### config.mk
export PLATFORM = sky130hd
export DESIGN_NAME = umfl_line_status
export DESIGN_NICKNAME = d
export VERILOG_FILES = /design/src/umfl_pkg.sv /design/src/umfl_fifo.sv /design/src/umfl_timer.sv /design/src/umfl_line_status.sv
export VERILOG_INCLUDE_DIRS = /design/src
export SDC_FILE = /design/constraint.sdc
export NUM_CORES = 1
export LEC_CHECK = 0
export BUFFER_PORTS_ARGS = -buffer_cell sky130_fd_sc_hd__buf_2
export CELL_PAD_IN_SITES_DETAIL_PLACEMENT = 1
export CELL_PAD_IN_SITES_GLOBAL_PLACEMENT = 1
export CORE_ASPECT_RATIO = 0.6
export CORE_UTILIZATION = 51
export CTS_CLUSTER_DIAMETER = 100
export DETAILED_ROUTE_END_ITERATION = 16
export PLACE_DENSITY = 0.82
export SYNTH_ARGS = -nofsm -noshare
export SYNTH_HDL_FRONTEND = slang
export SYNTH_SLANG_ARGS = --single-unit
### constraint.sdc
create_clock -name clk -period 3.9 [get_ports clk]
set_input_delay 0 -clock clk [delete_from_list [all_inputs] [get_ports clk]]
set_output_delay 0 -clock clk [all_outputs]
set_load 0.03 [all_outputs]
### src/umfl_defines.svh
`ifndef UMFL_DEFINES_SVH
`define UMFL_DEFINES_SVH

// Receive and transmit FIFO depth
`define UMFL_FIFO_DEPTH 16
`define UMFL_DATA_W 8
`define UMFL_ERR_W 3
`define UMFL_ENTRY_W 11
`define UMFL_TMR_W 8

// Trigger levels for selector codes 0..3
`define UMFL_TRIG_0 5'h01
`define UMFL_TRIG_1 5'h04
`define UMFL_TRIG_2 5'h08
`define UMFL_TRIG_3 5'h0E

// Host reads allowed after a paced timeout
`define UMFL_RX_READ_LIMIT 3'h4

// Line status bit positions
`define UMFL_LSR_DR 0
`define UMFL_LSR_OE 1
`define UMFL_LSR_PE 2
`define UMFL_LSR_BI 4
`define UMFL_LSR_HOLDING_EMPTY_FLAG 5
`define UMFL_LSR_TRANSMITTER_EMPTY_FLAG 6
`define UMFL_LSR_FERR 7

// Host strobe slots in the synchroniser
`define UMFL_HS_N 5
`define UMFL_HS_RXRD 0
`define UMFL_HS_LSRRD 1
`define UMFL_HS_IIRRD 2
`define UMFL_HS_TXWR 3
`define UMFL_HS_LCRWR 4

`endif

### src/umfl_pkg.sv
package umfl_pkg;

typedef logic [7:0] umfl_byte_t;

typedef struct packed {
    logic [4:0] hsMeta;
    logic [4:0] hsSync;
    logic [4:0] hsPrev;
    logic [2:0] shadow;
    logic [2:0] errAcc;
    logic overrun;
    logic rxToIrq;
    logic rxTrigIrq;
    logic toArmed;
    logic [2:0] readsAfterTo;
    logic drBlock;
    logic [4:0] paceOwed;
    logic rxEmptyPrev;
    logic txEmptyPrev;
    logic hostTxEmptyIrq;
    logic mpuRxEmptyIrq;
    logic mpuTxTrigIrq;
    logic mpuTxToIrq;
    logic tsrFull;
    umfl_byte_t tsrData;
    logic hostTemt;
    logic mpuTemtWr;
    logic mpuTemt;
    logic mpuIrq;
    logic dmaReq;
    umfl_byte_t lcrMaster;
    umfl_byte_t lcrSlave;
    logic lcrPend;
    logic lcrWrDuringRd;
    logic lcrRdPrev;
    umfl_byte_t line_status_reg;
    umfl_byte_t rxData;
} umfl_state_s;

endpackage

### src/umfl_fifo.sv
`timescale 1ns/1ps
module umfl_fifo #(
    parameter int W = 8,
    parameter int DEPTH = 16,
    localparam int AW = $clog2(DEPTH),
    localparam int CW = AW + 1
) (
    input wire logic clk,
    input wire logic reset_n,
    input wire logic flush,
    input wire logic push,
    input wire logic [W-1:0] pushData,
    input wire logic pushFlag,
    input wire logic pop,
    output logic [W-1:0] headData,
    output logic headFlag,
    output logic empty,
    output logic full,
    output logic [CW-1:0] count,
    output logic flagged
);
    typedef struct packed {
        logic [AW-1:0] rd;
        logic [AW-1:0] wr;
        logic [CW-1:0] cnt;
        logic [CW-1:0] flagCnt;
        logic [DEPTH-1:0] flagBits;
    } umfl_fifo_s;

    umfl_fifo_s st_r;
    umfl_fifo_s st_nxt;
    logic [W-1:0] mem [DEPTH];
    logic doPush;
    logic doPop;

    // Pointers wrap naturally, so DEPTH must be a power of two
    assign empty = (st_r.cnt == '0);
    assign full = (st_r.cnt == CW'(DEPTH));
    assign count = st_r.cnt;
    assign flagged = (st_r.flagCnt != '0);
    assign headData = mem[st_r.rd];
    assign headFlag = st_r.flagBits[st_r.rd];
    assign doPush = push && !full;
    assign doPop = pop && !empty;

    // Pointer arithmetic from the registered pointers only
    always_comb begin
        st_nxt = st_r;
        if (doPush) begin
            st_nxt.wr = st_r.wr + AW'(1);
            st_nxt.flagBits[st_r.wr] = pushFlag;
        end
        if (doPop) begin
            st_nxt.rd = st_r.rd + AW'(1);
        end
        st_nxt.cnt = st_r.cnt + CW'(doPush) - CW'(doPop);
        st_nxt.flagCnt = st_r.flagCnt + CW'(doPush && pushFlag)
            - CW'(doPop && headFlag);
        if (flush) begin
            st_nxt = '0;
        end
    end

    always_ff @(posedge clk) begin
        if (!reset_n) begin
            st_r <= '0;
        end else begin
            st_r <= st_nxt;
        end
    end

    // Storage needs no reset; only the pointers qualify it
    always_ff @(posedge clk) begin
        if (doPush) begin
            mem[st_r.wr] <= pushData;
        end
    end
endmodule // umfl_fifo

### src/umfl_timer.sv
`timescale 1ns/1ps
module umfl_timer #(
    parameter int W = 8
) (
    input wire logic clk,
    input wire logic reset_n,
    input wire logic tick,
    input wire logic clear,
    input wire logic load,
    input wire logic [W-1:0] reload,
    output logic expired
);
    typedef struct packed {
        logic [W-1:0] cnt;
    } umfl_tmr_s;

    umfl_tmr_s st_r;
    umfl_tmr_s st_nxt;

    assign expired = (st_r.cnt == '0);

    // Clear beats load, load beats counting
    always_comb begin
        st_nxt = st_r;
        if (clear) begin
            st_nxt.cnt = '0;
        end else if (load) begin
            st_nxt.cnt = reload;
        end else if (tick && !expired) begin
            st_nxt.cnt = st_r.cnt - W'(1);
        end
    end

    // Reset leaves the timer in its timed-out state
    always_ff @(posedge clk) begin
        if (!reset_n) begin
            st_r <= '0;
        end else begin
            st_r <= st_nxt;
        end
    end
endmodule // umfl_timer

### src/umfl_line_status.sv
`timescale 1ns/1ps
`include "umfl_defines.svh"
module umfl_line_status #(
    parameter int DEPTH = `UMFL_FIFO_DEPTH,
    localparam int CW = $clog2(DEPTH) + 1
) (
    input wire logic clk,
    input wire logic reset_n,
    input wire logic serialTick,
    input wire logic fifoMode,
    input wire logic dblBufEn,
    input wire logic charDelayEn,
    input wire logic rxToEnhEn,
    input wire logic fifoReset,
    input wire logic [1:0] rxTrigSel,
    input wire logic [1:0] txTrigSel,
    input wire logic [7:0] rxToReload,
    input wire logic [7:0] txToReload,
    input wire logic [7:0] charDelayReload,
    input wire logic mpuRxWr,
    input wire logic [7:0] mpuRxData,
    input wire logic mpuLsrWr,
    input wire logic [7:0] mpuLsrData,
    input wire logic mpuTxRd,
    input wire logic mpuPendRd,
    input wire logic mpuLcrRd,
    input wire logic hostRxRd,
    input wire logic hostLsrRd,
    input wire logic hostIirRd,
    input wire logic hostTxWr,
    input wire logic [7:0] hostTxData,
    input wire logic hostLcrWr,
    input wire logic [7:0] hostLcrData,
    output logic [7:0] lineStatus,
    output logic [7:0] rxData,
    output logic hostRxTrigIrq,
    output logic hostRxTimeoutIrq,
    output logic hostTxEmptyIrq,
    output logic mpuRxEmptyIrq,
    output logic mpuTxTrigIrq,
    output logic mpuTxTimeoutIrq,
    output logic mpuInterruptRequest,
    output logic mpuDmaRequest,
    output logic [7:0] mpuTxData,
    output logic mpuTemt,
    output logic [7:0] lcrValue,
    output logic lcrPending
);
    umfl_pkg::umfl_state_s st_r;
    umfl_pkg::umfl_state_s st_nxt;
    // Empty-edge history starts at empty, so leaving reset raises no interrupt
    localparam umfl_pkg::umfl_state_s resetState = '{rxEmptyPrev: 1'b1, txEmptyPrev: 1'b1,
        default: '0};

    logic [`UMFL_HS_N-1:0] hsEv;
    logic rxRdEv, lsrRdEv, iirRdEv, txWrEv, lcrWrEv;
    logic [`UMFL_ENTRY_W-1:0] rxHead;
    logic rxHeadFlag, rxEmpty, rxFull, rxFlagged;
    logic [CW-1:0] rxCount;
    logic [`UMFL_DATA_W-1:0] txHead;
    logic txEmpty, txFull;
    logic [CW-1:0] txCount;
    logic rxPush, rxPop, txPush, tsrLoad, tsrFree;
    logic rxAccess, txAccess, rxToExp, txToExp, delayExp, paceExp;
    logic paceIdleLoad, paceDone, paceLoad;
    logic [`UMFL_ERR_W-1:0] rxEntryErr, headErr;
    logic [CW-1:0] rxTrig, txTrig;
    logic rxBelow, temtRise;

    function automatic logic [CW-1:0] trigLevel(input logic [1:0] sel);
        unique case (sel)
            2'h0: trigLevel = CW'(`UMFL_TRIG_0);
            2'h1: trigLevel = CW'(`UMFL_TRIG_1);
            2'h2: trigLevel = CW'(`UMFL_TRIG_2);
            2'h3: trigLevel = CW'(`UMFL_TRIG_3);
        endcase
    endfunction

    // Host strobe edges seen only past the second synchroniser stage
    assign hsEv = st_r.hsSync & ~st_r.hsPrev;
    assign rxRdEv = hsEv[`UMFL_HS_RXRD];
    assign lsrRdEv = hsEv[`UMFL_HS_LSRRD];
    assign iirRdEv = hsEv[`UMFL_HS_IIRRD];
    assign txWrEv = hsEv[`UMFL_HS_TXWR];
    assign lcrWrEv = hsEv[`UMFL_HS_LCRWR];

    // Receive path: shadow errors ride along with the byte
    assign rxEntryErr = fifoMode ? st_r.shadow : '0;
    assign rxPush = mpuRxWr;
    // Outside FIFO mode a second write replaces the single byte
    assign rxPop = rxRdEv || (!fifoMode && mpuRxWr && !rxEmpty);
    assign headErr = rxHead[`UMFL_ENTRY_W-1:`UMFL_DATA_W];
    assign rxAccess = mpuRxWr || rxRdEv;
    assign rxTrig = trigLevel(rxTrigSel);
    assign rxBelow = rxCount < rxTrig;

    umfl_fifo #(.W(`UMFL_ENTRY_W), .DEPTH(DEPTH)) rxFifo (
        .clk(clk),
        .reset_n(reset_n),
        .flush(fifoReset),
        .push(rxPush),
        .pushData({rxEntryErr, mpuRxData}),
        .pushFlag(|rxEntryErr),
        .pop(rxPop),
        .headData(rxHead),
        .headFlag(rxHeadFlag),
        .empty(rxEmpty),
        .full(rxFull),
        .count(rxCount),
        .flagged(rxFlagged)
    );

    // Transmit path: host fills, shift buffer takes the head
    assign txPush = txWrEv;
    assign txAccess = txWrEv || mpuTxRd;
    assign txTrig = trigLevel(txTrigSel);
    assign tsrFree = !st_r.tsrFull || mpuTxRd;
    assign tsrLoad = tsrFree && !txEmpty && (!charDelayEn || delayExp);

    umfl_fifo #(.W(`UMFL_DATA_W), .DEPTH(DEPTH)) txFifo (
        .clk(clk),
        .reset_n(reset_n),
        .flush(fifoReset),
        .push(txPush),
        .pushData(hostTxData),
        .pushFlag(1'b0),
        .pop(tsrLoad),
        .headData(txHead),
        .headFlag(),
        .empty(txEmpty),
        .full(txFull),
        .count(txCount),
        .flagged()
    );

    // Character delay restarts on each transfer to the shift buffer
    assign temtRise = st_nxt.hostTemt && !st_r.hostTemt;

    umfl_timer #(.W(`UMFL_TMR_W)) delayTimer (
        .clk(clk),
        .reset_n(reset_n),
        .tick(serialTick),
        .clear(fifoReset || temtRise),
        .load(tsrLoad),
        .reload(charDelayReload),
        .expired(delayExp)
    );

    // Per-byte pacing of the receive FIFO for the enhancement
    assign paceIdleLoad = rxToEnhEn && rxPush && st_r.paceOwed == '0;
    assign paceDone = st_r.paceOwed != '0 && paceExp;
    assign paceLoad = paceIdleLoad
        || (paceDone && (st_r.paceOwed > 5'h01 || rxPush));

    umfl_timer #(.W(`UMFL_TMR_W)) paceTimer (
        .clk(clk),
        .reset_n(reset_n),
        .tick(serialTick),
        .clear(fifoReset),
        .load(paceLoad),
        .reload(charDelayReload),
        .expired(paceExp)
    );

    // Timeout only counts once every byte has been paced
    umfl_timer #(.W(`UMFL_TMR_W)) rxToTimer (
        .clk(clk),
        .reset_n(reset_n),
        .tick(serialTick && (!rxToEnhEn || st_r.paceOwed == '0)),
        .clear(fifoReset),
        .load(rxAccess),
        .reload(rxToReload),
        .expired(rxToExp)
    );

    umfl_timer #(.W(`UMFL_TMR_W)) txToTimer (
        .clk(clk),
        .reset_n(reset_n),
        .tick(serialTick),
        .clear(fifoReset),
        .load(txAccess),
        .reload(txToReload),
        .expired(txToExp)
    );

    // Next state for every flag; sets beat clears except for the timeout flags, the read budget and FIFO reset
    always_comb begin
        st_nxt = st_r;
        st_nxt.hsMeta = {hostLcrWr, hostTxWr, hostIirRd, hostLsrRd, hostRxRd};
        st_nxt.hsSync = st_r.hsMeta;
        st_nxt.hsPrev = st_r.hsSync;

        // Shadow bits cleared once copied, rewritten by the MPU
        if (rxPush) begin
            st_nxt.shadow = '0;
        end
        if (mpuLsrWr && fifoMode) begin
            st_nxt.shadow = st_nxt.shadow | mpuLsrData[`UMFL_LSR_BI:`UMFL_LSR_PE];
        end

        // Host error bits: cleared by status read, then re-set
        if (lsrRdEv) begin
            st_nxt.errAcc = '0;
            st_nxt.overrun = 1'b0;
        end
        if (rxRdEv && !rxEmpty) begin
            st_nxt.errAcc = st_nxt.errAcc | headErr;
        end
        if (mpuLsrWr && !fifoMode) begin
            st_nxt.errAcc = st_nxt.errAcc | mpuLsrData[`UMFL_LSR_BI:`UMFL_LSR_PE];
        end
        if (mpuRxWr && (fifoMode ? rxFull : !rxEmpty)) begin
            st_nxt.overrun = 1'b1;
        end

        // Pacing debt: one per byte written, one per expiry
        st_nxt.paceOwed = st_r.paceOwed + 5'(rxToEnhEn && rxPush) - 5'(paceDone);
        if (fifoReset || !rxToEnhEn) begin
            st_nxt.paceOwed = '0;
        end

        // Receive trigger and timeout interrupts
        st_nxt.rxTrigIrq = fifoMode && !rxBelow;
        if (rxAccess || !rxBelow || rxEmpty) begin
            st_nxt.rxToIrq = 1'b0;
        end else if (fifoMode && rxToExp) begin
            st_nxt.rxToIrq = 1'b1;
        end

        // Read budget after a paced timeout, reopened by new data
        if (rxToEnhEn && st_nxt.rxToIrq && !st_r.rxToIrq) begin
            st_nxt.toArmed = 1'b1;
        end
        if (st_r.toArmed && rxRdEv && !st_r.drBlock) begin
            st_nxt.readsAfterTo = st_r.readsAfterTo + 3'h1;
        end
        st_nxt.drBlock = st_r.toArmed
            && st_nxt.readsAfterTo >= `UMFL_RX_READ_LIMIT;
        if (mpuRxWr || fifoReset || !rxToEnhEn) begin
            st_nxt.toArmed = 1'b0;
            st_nxt.readsAfterTo = '0;
            st_nxt.drBlock = 1'b0;
        end

        // MPU told when the receive side drains
        st_nxt.rxEmptyPrev = rxEmpty;
        if (!rxEmpty || mpuPendRd) begin
            st_nxt.mpuRxEmptyIrq = 1'b0;
        end
        if (fifoMode ? (rxEmpty && !st_r.rxEmptyPrev) : rxRdEv) begin
            st_nxt.mpuRxEmptyIrq = 1'b1;
        end

        // In FIFO mode only, host told when the transmit FIFO drains
        st_nxt.txEmptyPrev = txEmpty;
        if (!txEmpty || iirRdEv) begin
            st_nxt.hostTxEmptyIrq = 1'b0;
        end
        if (fifoMode && txEmpty && !st_r.txEmptyPrev) begin
            st_nxt.hostTxEmptyIrq = 1'b1;
        end

        // MPU transmit trigger and timeout
        st_nxt.mpuTxTrigIrq = txCount >= txTrig;
        if (txAccess || txEmpty) begin
            st_nxt.mpuTxToIrq = 1'b0;
        end else if (txToExp) begin
            st_nxt.mpuTxToIrq = 1'b1;
        end

        // Shift buffer: MPU read frees it, the holding byte refills it
        if (mpuTxRd) begin
            st_nxt.tsrFull = 1'b0;
        end
        if (tsrLoad) begin
            st_nxt.tsrFull = 1'b1;
            st_nxt.tsrData = txHead;
        end
        if (fifoReset) begin
            st_nxt.tsrFull = 1'b0;
        end
        st_nxt.mpuTemt = !st_nxt.tsrFull;
        st_nxt.mpuIrq = st_nxt.tsrFull;
        st_nxt.dmaReq = st_nxt.tsrFull;

        // Host transmitter-empty: emulated or written by the MPU
        if (mpuLsrWr) begin
            st_nxt.mpuTemtWr = mpuLsrData[`UMFL_LSR_TRANSMITTER_EMPTY_FLAG];
        end
        if (dblBufEn && charDelayEn) begin
            st_nxt.hostTemt = !st_r.tsrFull && txEmpty && delayExp;
        end else if (dblBufEn) begin
            st_nxt.hostTemt = !st_r.tsrFull && txEmpty;
        end else begin
            st_nxt.hostTemt = st_nxt.mpuTemtWr;
        end

        // Line control mailbox; slave frozen while the MPU reads it
        st_nxt.lcrRdPrev = mpuLcrRd;
        if (lcrWrEv) begin
            st_nxt.lcrMaster = hostLcrData;
            st_nxt.lcrPend = 1'b1;
            if (mpuLcrRd) begin
                st_nxt.lcrWrDuringRd = 1'b1;
            end else begin
                st_nxt.lcrSlave = hostLcrData;
            end
        end
        if (st_r.lcrRdPrev && !mpuLcrRd) begin
            st_nxt.lcrSlave = st_nxt.lcrMaster;
            st_nxt.lcrWrDuringRd = 1'b0;
            if (!st_r.lcrWrDuringRd && !lcrWrEv) begin
                st_nxt.lcrPend = 1'b0;
            end
        end

        // Host view of line status, one cycle behind the FIFOs
        st_nxt.line_status_reg = '0;
        st_nxt.line_status_reg[`UMFL_LSR_DR] = !rxEmpty && !st_nxt.drBlock;
        st_nxt.line_status_reg[`UMFL_LSR_OE] = st_nxt.overrun;
        st_nxt.line_status_reg[`UMFL_LSR_BI:`UMFL_LSR_PE] = st_nxt.errAcc
            | ((fifoMode && !rxEmpty) ? headErr : '0);
        st_nxt.line_status_reg[`UMFL_LSR_HOLDING_EMPTY_FLAG] = txEmpty;
        st_nxt.line_status_reg[`UMFL_LSR_TRANSMITTER_EMPTY_FLAG] = st_nxt.hostTemt;
        st_nxt.line_status_reg[`UMFL_LSR_FERR] = fifoMode && rxFlagged;
        if (!rxEmpty) begin
            st_nxt.rxData = rxHead[`UMFL_DATA_W-1:0]; // Unwritten storage never shown
        end

        // Host FIFO reset drops the flags tied to FIFO contents
        if (fifoReset) begin
            st_nxt.rxToIrq = 1'b0;
            st_nxt.mpuTxToIrq = 1'b0;
            st_nxt.overrun = 1'b0;
            st_nxt.shadow = '0;
        end
    end

    // Synchronous reset clears all but the empty-edge history, which starts at empty; FIFO pointers clear too
    always_ff @(posedge clk) begin
        if (!reset_n) begin
            st_r <= resetState;
        end else begin
            st_r <= st_nxt;
        end
    end

    assign lineStatus = st_r.line_status_reg;
    assign rxData = st_r.rxData;
    assign hostRxTrigIrq = st_r.rxTrigIrq;
    assign hostRxTimeoutIrq = st_r.rxToIrq;
    assign hostTxEmptyIrq = st_r.hostTxEmptyIrq;
    assign mpuRxEmptyIrq = st_r.mpuRxEmptyIrq;
    assign mpuTxTrigIrq = st_r.mpuTxTrigIrq;
    assign mpuTxTimeoutIrq = st_r.mpuTxToIrq;
    assign mpuInterruptRequest = st_r.mpuIrq;
    assign mpuDmaRequest = st_r.dmaReq;
    assign mpuTxData = st_r.tsrData;
    assign mpuTemt = st_r.mpuTemt;
    assign lcrValue = st_r.lcrSlave;
    assign lcrPending = st_r.lcrPend;
endmodule // umfl_line_status

Word level (Yosys, flattened, before mapping)
Memories as Yosys holds them, arrays and structs flattened. A register that Yosys moved wholly into a read port is not among the register bits.
Index checks and enable logic that the tools add are counted.
W data, S select, Z words.
Cells by class
  add/sub/neg operators: 17
  $lt $le $gt $ge: 7
  equality and inequality tests: 9
  muxes and demuxes: 52
  bitwise operators: 7
  reductions and logical operators: 110
Operator list (count)
  $mux W8: 9
  $logic_and A1 B1 Y1: 43
  $pmux W5 S4: 2
  $logic_not A8 Y1: 4
  $sub A8 B1 Y8 const B: 4
  $logic_not A1 Y1: 23
  $mux W1: 23
  $mux W3: 7
  $add A5 B1 Y5: 4
  $mux W4: 5
  $sub A5 B1 Y5: 4
  $mux W18: 1
  $logic_or A1 B1 Y1: 17
  $add A4 B1 Y4 const B: 4
  $bwmux W16: 1
  $logic_not A5 Y1: 3
  $reduce_bool A2 Y1: 7
  $or A3 B3 Y3: 4
  $eq A5 B5 Y1 const B: 2
  $lt A4 B5 Y1 const B: 2
  $mux W10: 1
  $reduce_bool A5 Y1: 2
  $reduce_or A2 Y1: 5
  $mux W9: 1
  17 further kinds: 24
Word-level totals
  flip-flop bits (word level): 166
  bits in writable memories: 304
  output and inout bits: 42
  word-level logic and storage cells: 246
  memories kept: 2
Memories
  rxFifo.mem: words 16, width 11, read ports 1, clocked after Yosys merged registers in 1, write ports 1, RTL line umfl_fifo.sv:32  | logic [W-1:0] mem [DEPTH];
  txFifo.mem: words 16, width 8, read ports 1, clocked after Yosys merged registers in 1, write ports 1, RTL line umfl_fifo.sv:32

Logic depth before layout (Yosys ltp)
  word-level depth: 10
  mapped depth: 16
  depth with buffers taken out: 16

Cells and area by module
Synthesis repeated with hierarchy kept, for this count alone.
Second synthesis, totals
  cells, all modules: 1562
  area, all modules: 21588.2 µm²
By module, submodules not included
  umfl_fifo (rxFifo): instances 1, cells an instance 492, area each 8784.7 µm²
  umfl_fifo (txFifo): instances 1, cells an instance 422, area each 6986.7 µm²
  umfl_line_status: instances 1, cells an instance 396, area each 3689.8 µm²
  umfl_timer: instances 4, cells an instance 63, area each 531.8 µm²

Least setup slack after synthesis
OpenSTA, ideal clock, no wires.
  path type: register to register
  start point: reg rxFifo.st_r[30] in the netlist's numbering
  end point: reg rxFifo.st_r[20] in the netlist's numbering
  setup time: 0.071 ns
  arrival: 3.296 ns
  data required time: 3.829 ns
  slack: 0.533 ns
  stages on the path, launching flop included: 13
  path buffers: 1
  clock period less this slack: 3.367 ns
  path through: dfxtp_1 -> clkbuf_1 -> mux4_2 -> mux4_2 -> and2_1 -> ha_1 -> inv_1 -> ha_1 -> fa_1 -> a21oi_1 -> nor2_1 -> or3_1 -> a21oi_1
Between the ends
  word-level cells in the longest chain between the ends: 4
RTL lines
  start, declared: RTL line umfl_fifo.sv:30  | umfl_fifo_s st_r;
  start signal, assigned: RTL line umfl_fifo.sv:68  | st_r <= st_nxt;
  $bmux W1 S4: RTL line umfl_fifo.sv:42  | assign headFlag = st_r.flagBits[st_r.rd];
  $mux W1 (implied by the code): RTL line umfl_fifo.sv:42
  $logic_and A1 B1 Y1: RTL line umfl_fifo.sv:58  | - CW'(doPop && headFlag);
  $sub A5 B1 Y5: RTL line umfl_fifo.sv:58
No other way between the ends. The select of a mux whose other input is x is not followed.
A chain may end at the register's enable or synchronous reset.

Final worst setup path
Ends and elaborated chain as after synthesis.

==> summary.md <==
| Metric | Value |
|---|---|
| Share of the synthesized area in the top cell type | `0.461` |
| Hold Violations, Final | `0` |
| Detailed Route Iter0 Violations | `1291` |
| Worst Path Required | `4360 ps` |
| Most frequent cells in the layout | `edfxtp_1, dfxtp_1, nor2_1, buf_2, dlygate4sd3_1` |
| Synth area leaders | `edfxtp_1, dfxtp_1, mux4_2` |
| Fmax | `276 MHz` |
| Worst-path cell chain | `mux4_2 > mux4_2 > and2_1 > ha_1 > inv_1 > ha_1 > fa_1 > a21oi_1 > nor2_1 > or3_1 > a21oi_1` |
| Core footprint | `0.0379 mm^2` |
| Clock buffer depth | `3` |
| CTS tree | `yes` |
| Postcts setup bufs | `0` |
| Post-DP HPWL | `34700 um` |
| Die area | `0.0396 mm^2` |
| Buf/Inv on CP | `1` |
| # DRC | `0` |
| Final clock skew | `10.0 ps` |
| TNS Setup | `0 ps` |
| Initial Util | `0.522` |
| CTS clk-pin slew, worst paths | `70 ps` |
| Clock tree root driver cell | `clkbuf_16` |
| Worst slew pin tran | `1170 ps` |
| Final ANT Viol Nets | `0` |
| Tmin final | `3630 ps` |
| PwrDens | `544 mW/mm^2` |
| CTS Buf Count | `44` |
| Hold Crit Class | `in2reg` |
| Synth Instances | `1425` |
| Yosys reg bits | `477` |
| CP Depth | `11` |
| Critical Path Sink Type | `flip-flop` |
| FP Rows | `55` |
| Vias in the first global route | `13.4k` |
| Commonest non-fill, non-tap cell in the layout | `edfxtp_1` |
| Number of vias per cell | `5.97` |
| Max-cap viol count | `0` |
| RSZ-0062 raised after global routing | `false` |
| Die height | `155 um` |
| Synth warn | `0` |
| Sequential fraction of the synthesis area | `0.636` |
| Largest net degree at the start of global routing | `37` |
| Crit path DAT | `4080 ps` |
| Cell Area, Synth | `0.0198 mm^2` |
| Syn avg cell area | `13.9 um^2` |
| Layout cells sized above 1 | `0.194` |
| Hold Path Stages | `5` |
| Synth Flop Type | `edfxtp_1` |
| Post-DP Area | `0.0208 mm^2` |
| Die width | `256 um` |
| Pre-Repair DR Iteration Count | `5` |
| Final Setup Violations | `0` |
| First-pass GRT wire length | `81200 um` |
| Routed len/inst | `24.8 um` |
| Total Nets Final | `1744` |
| Setup CP Type | `reg2reg` |
| Outcome | `finished clean` |
| Latest clock arrival within the worst-skew pair | `550 ps` |
| Sinks on Clock Net | `477` |
| Hold WS | `63.4 ps` |
| Io pins | `120` |
| Slew Viols, Final | `0` |
| Pre-CTS WS | `314 ps` |
| Total wire length | `53500 um` |
| N_diodes | `0` |
| Crit-path max cell delay | `580 ps` |
| Htree depth | `2` |
| Slowest library cell on the worst path | `dfxtp_1` |
| Area grow syn2layout | `16.5%` |
| Leakage Power | `0.00817 uW` |
| Via count | `12.9k` |
| Reg2reg path depth | `11` |
| Crit-path max FO | `7` |
| Unique cell type count in the Yosys netlist | `72` |
| Global-route usage over all layers | `0.271` |
| Design area | `0.0231 mm^2` |
| Post-Syn Nets | `1557` |
| Cell taking the most area after synthesis | `edfxtp_1` |
| FFs w/ async S/R, synth | `0` |
| Kind of cell adding the most delay to the critical path | `multiplexers` |
| EDFF count, synth | `304` |
| Startpoint types | `flip-flop` |
| IO Port Bufs | `115` |
| Worst vdd ir | `0.369 mV` |
| Fill cells | `3588` |
| Final period util | `0.930` |
| GRT overflow | `0` |
| Slew HR | `0.222` |
| Initial antenna violation count | `1` |
| Final GP Congestion | `0.846` |
| Worst Slack Setup Final | `274 ps` |
==> flip-flops by register name (all words and copies together) (netlist names), 8 cells and up, named ones only <==
signal / cells
lcrValue: 8
txFifo.st_r: 8
txFifo.mem: 128
rxToTimer.st_r: 8
st_r: 35
paceTimer.st_r: 8
mpuTxData: 8
rxFifo.mem: 176
txToTimer.st_r: 8
st_nxt: 10
lineStatus: 8
delayTimer.st_r: 8
rxFifo.st_r: 29
rxData: 8
==> path summary, 6_finish.rpt <==
path / from / end / slack, ps
max: rxFifo.st_r[30] / rxFifo.st_r[20] / 270
min: txTrigSel[0] / mpuTxTrigIrq / 60
max reg2reg: rxFifo.st_r[30] / rxFifo.st_r[20] / 270
min reg2reg: st_nxt[83] / st_nxt[78] / 440
==> worst reg2reg max path: cells and delay by family (launching register included) <==
| family | cells | cell delay [ps] |
|---|---|---|
| flops | 1 | 580 |
| mux | 2 | 1050 |
| compound gates | 2 | 340 |
| simple gates | 3 | 610 |
| buf+inv | 1 | 40 |
| fa+ha+maj | 3 | 910 |
==> layer usage <==
layer,track usage,up-vias,share of wire,routed length [um]
met4,0.0639,0,0.019,990
met1,0.385,6621,0.43,22900
met5,0,-,0,0
li1,-,5668,-,-
met2,0.440,537,0.48,25600
met3,0.0462,77,0.075,4020
==> report_power, final <==
group          total [uW]  switching, uW  internal [uW]
sequential           5830            214           5610
clock                4210           1860           2340
combinational        2500           1570            927
total               12500           3650           8880
==> cell type report <==
| type | count | area (um^2) | share of cell area |
|---|---|---|---|
| clock buffers | 62 | 1230 | 0.0534 |
| clock inverters | 19 | 149 | 0.00646 |
| inverters | 52 | 195 | 0.00847 |
| multi-input cells | 794 | 6480 | 0.281 |
| flip-flops and latches | 477 | 12600 | 0.546 |
| well taps | 513 | 642 | 0.0278 |
| repair buffers | 243 | 1760 | 0.0763 |
==> repair_timing <==
action	in CTS	in global routing
endpoints found under the hold margin	353	0
resized for setup	0	0
hold buffers	89	0
==> synth_stat cells (4+ instances only) <==
| cell type | number |
|---|---|
| nor2_1 | 115 |
| o21ai_0 | 60 |
| ha_1 | 50 |
| xor2_1 | 21 |
| a211oi_1 | 10 |
| clkbuf_1 | 54 |
| a21oi_1 | 43 |
| nand2_1 | 74 |
| o211a_1 | 4 |
| mux4_2 | 81 |
| a22o_1 | 22 |
| o31ai_1 | 4 |
| nor3_1 | 38 |
| edfxtp_1 | 304 |
| o211ai_1 | 4 |
| inv_1 | 51 |
| nor4_1 | 8 |
| nor4b_1 | 5 |
| and2_1 | 32 |
| buf_1 | 5 |
| or3_1 | 13 |
| nand3_1 | 19 |
| a21o_1 | 11 |
| xnor2_1 | 16 |
| a21boi_0 | 19 |
| buf_2 | 9 |
| buf_4 | 33 |
| a31oi_1 | 14 |
| dfxtp_1 | 173 |
| fa_1 | 4 |
| nand2b_1 | 18 |
| nor3b_1 | 5 |
| nor2b_1 | 23 |
| mux2i_1 | 10 |
| a22oi_1 | 19 |
==> kinds of logic (layout without fill, tap and decap cells) <==
family                     count (synthesis)  after routing  share of synthesized area
DFF                                      477            477                      0.636
and+or+nand+nor                          370            370                     0.0928
AOI/OAI and AO/OA                        242            242                     0.0851
buffers and inverters                    154            376                     0.0364
muxes                                     91             91                     0.0973
adders and majority gates                 54             54                     0.0357
xor gates and xnor gates                  37             37                     0.0164
==> metrics by stage <==
step | instances | power [uW] | util
after global routing | 2160 | 13000 | 0.608
final | 2160 | 12500 | 0.608
after global placement | 1990 | 8120 | 0.548
after CTS | 2160 | 12600 | 0.608
after floorplan | 1425 | 7610 | -
after detailed placement | 1990 | 8280 | 0.548
Power figures use the tool's default switching activity.
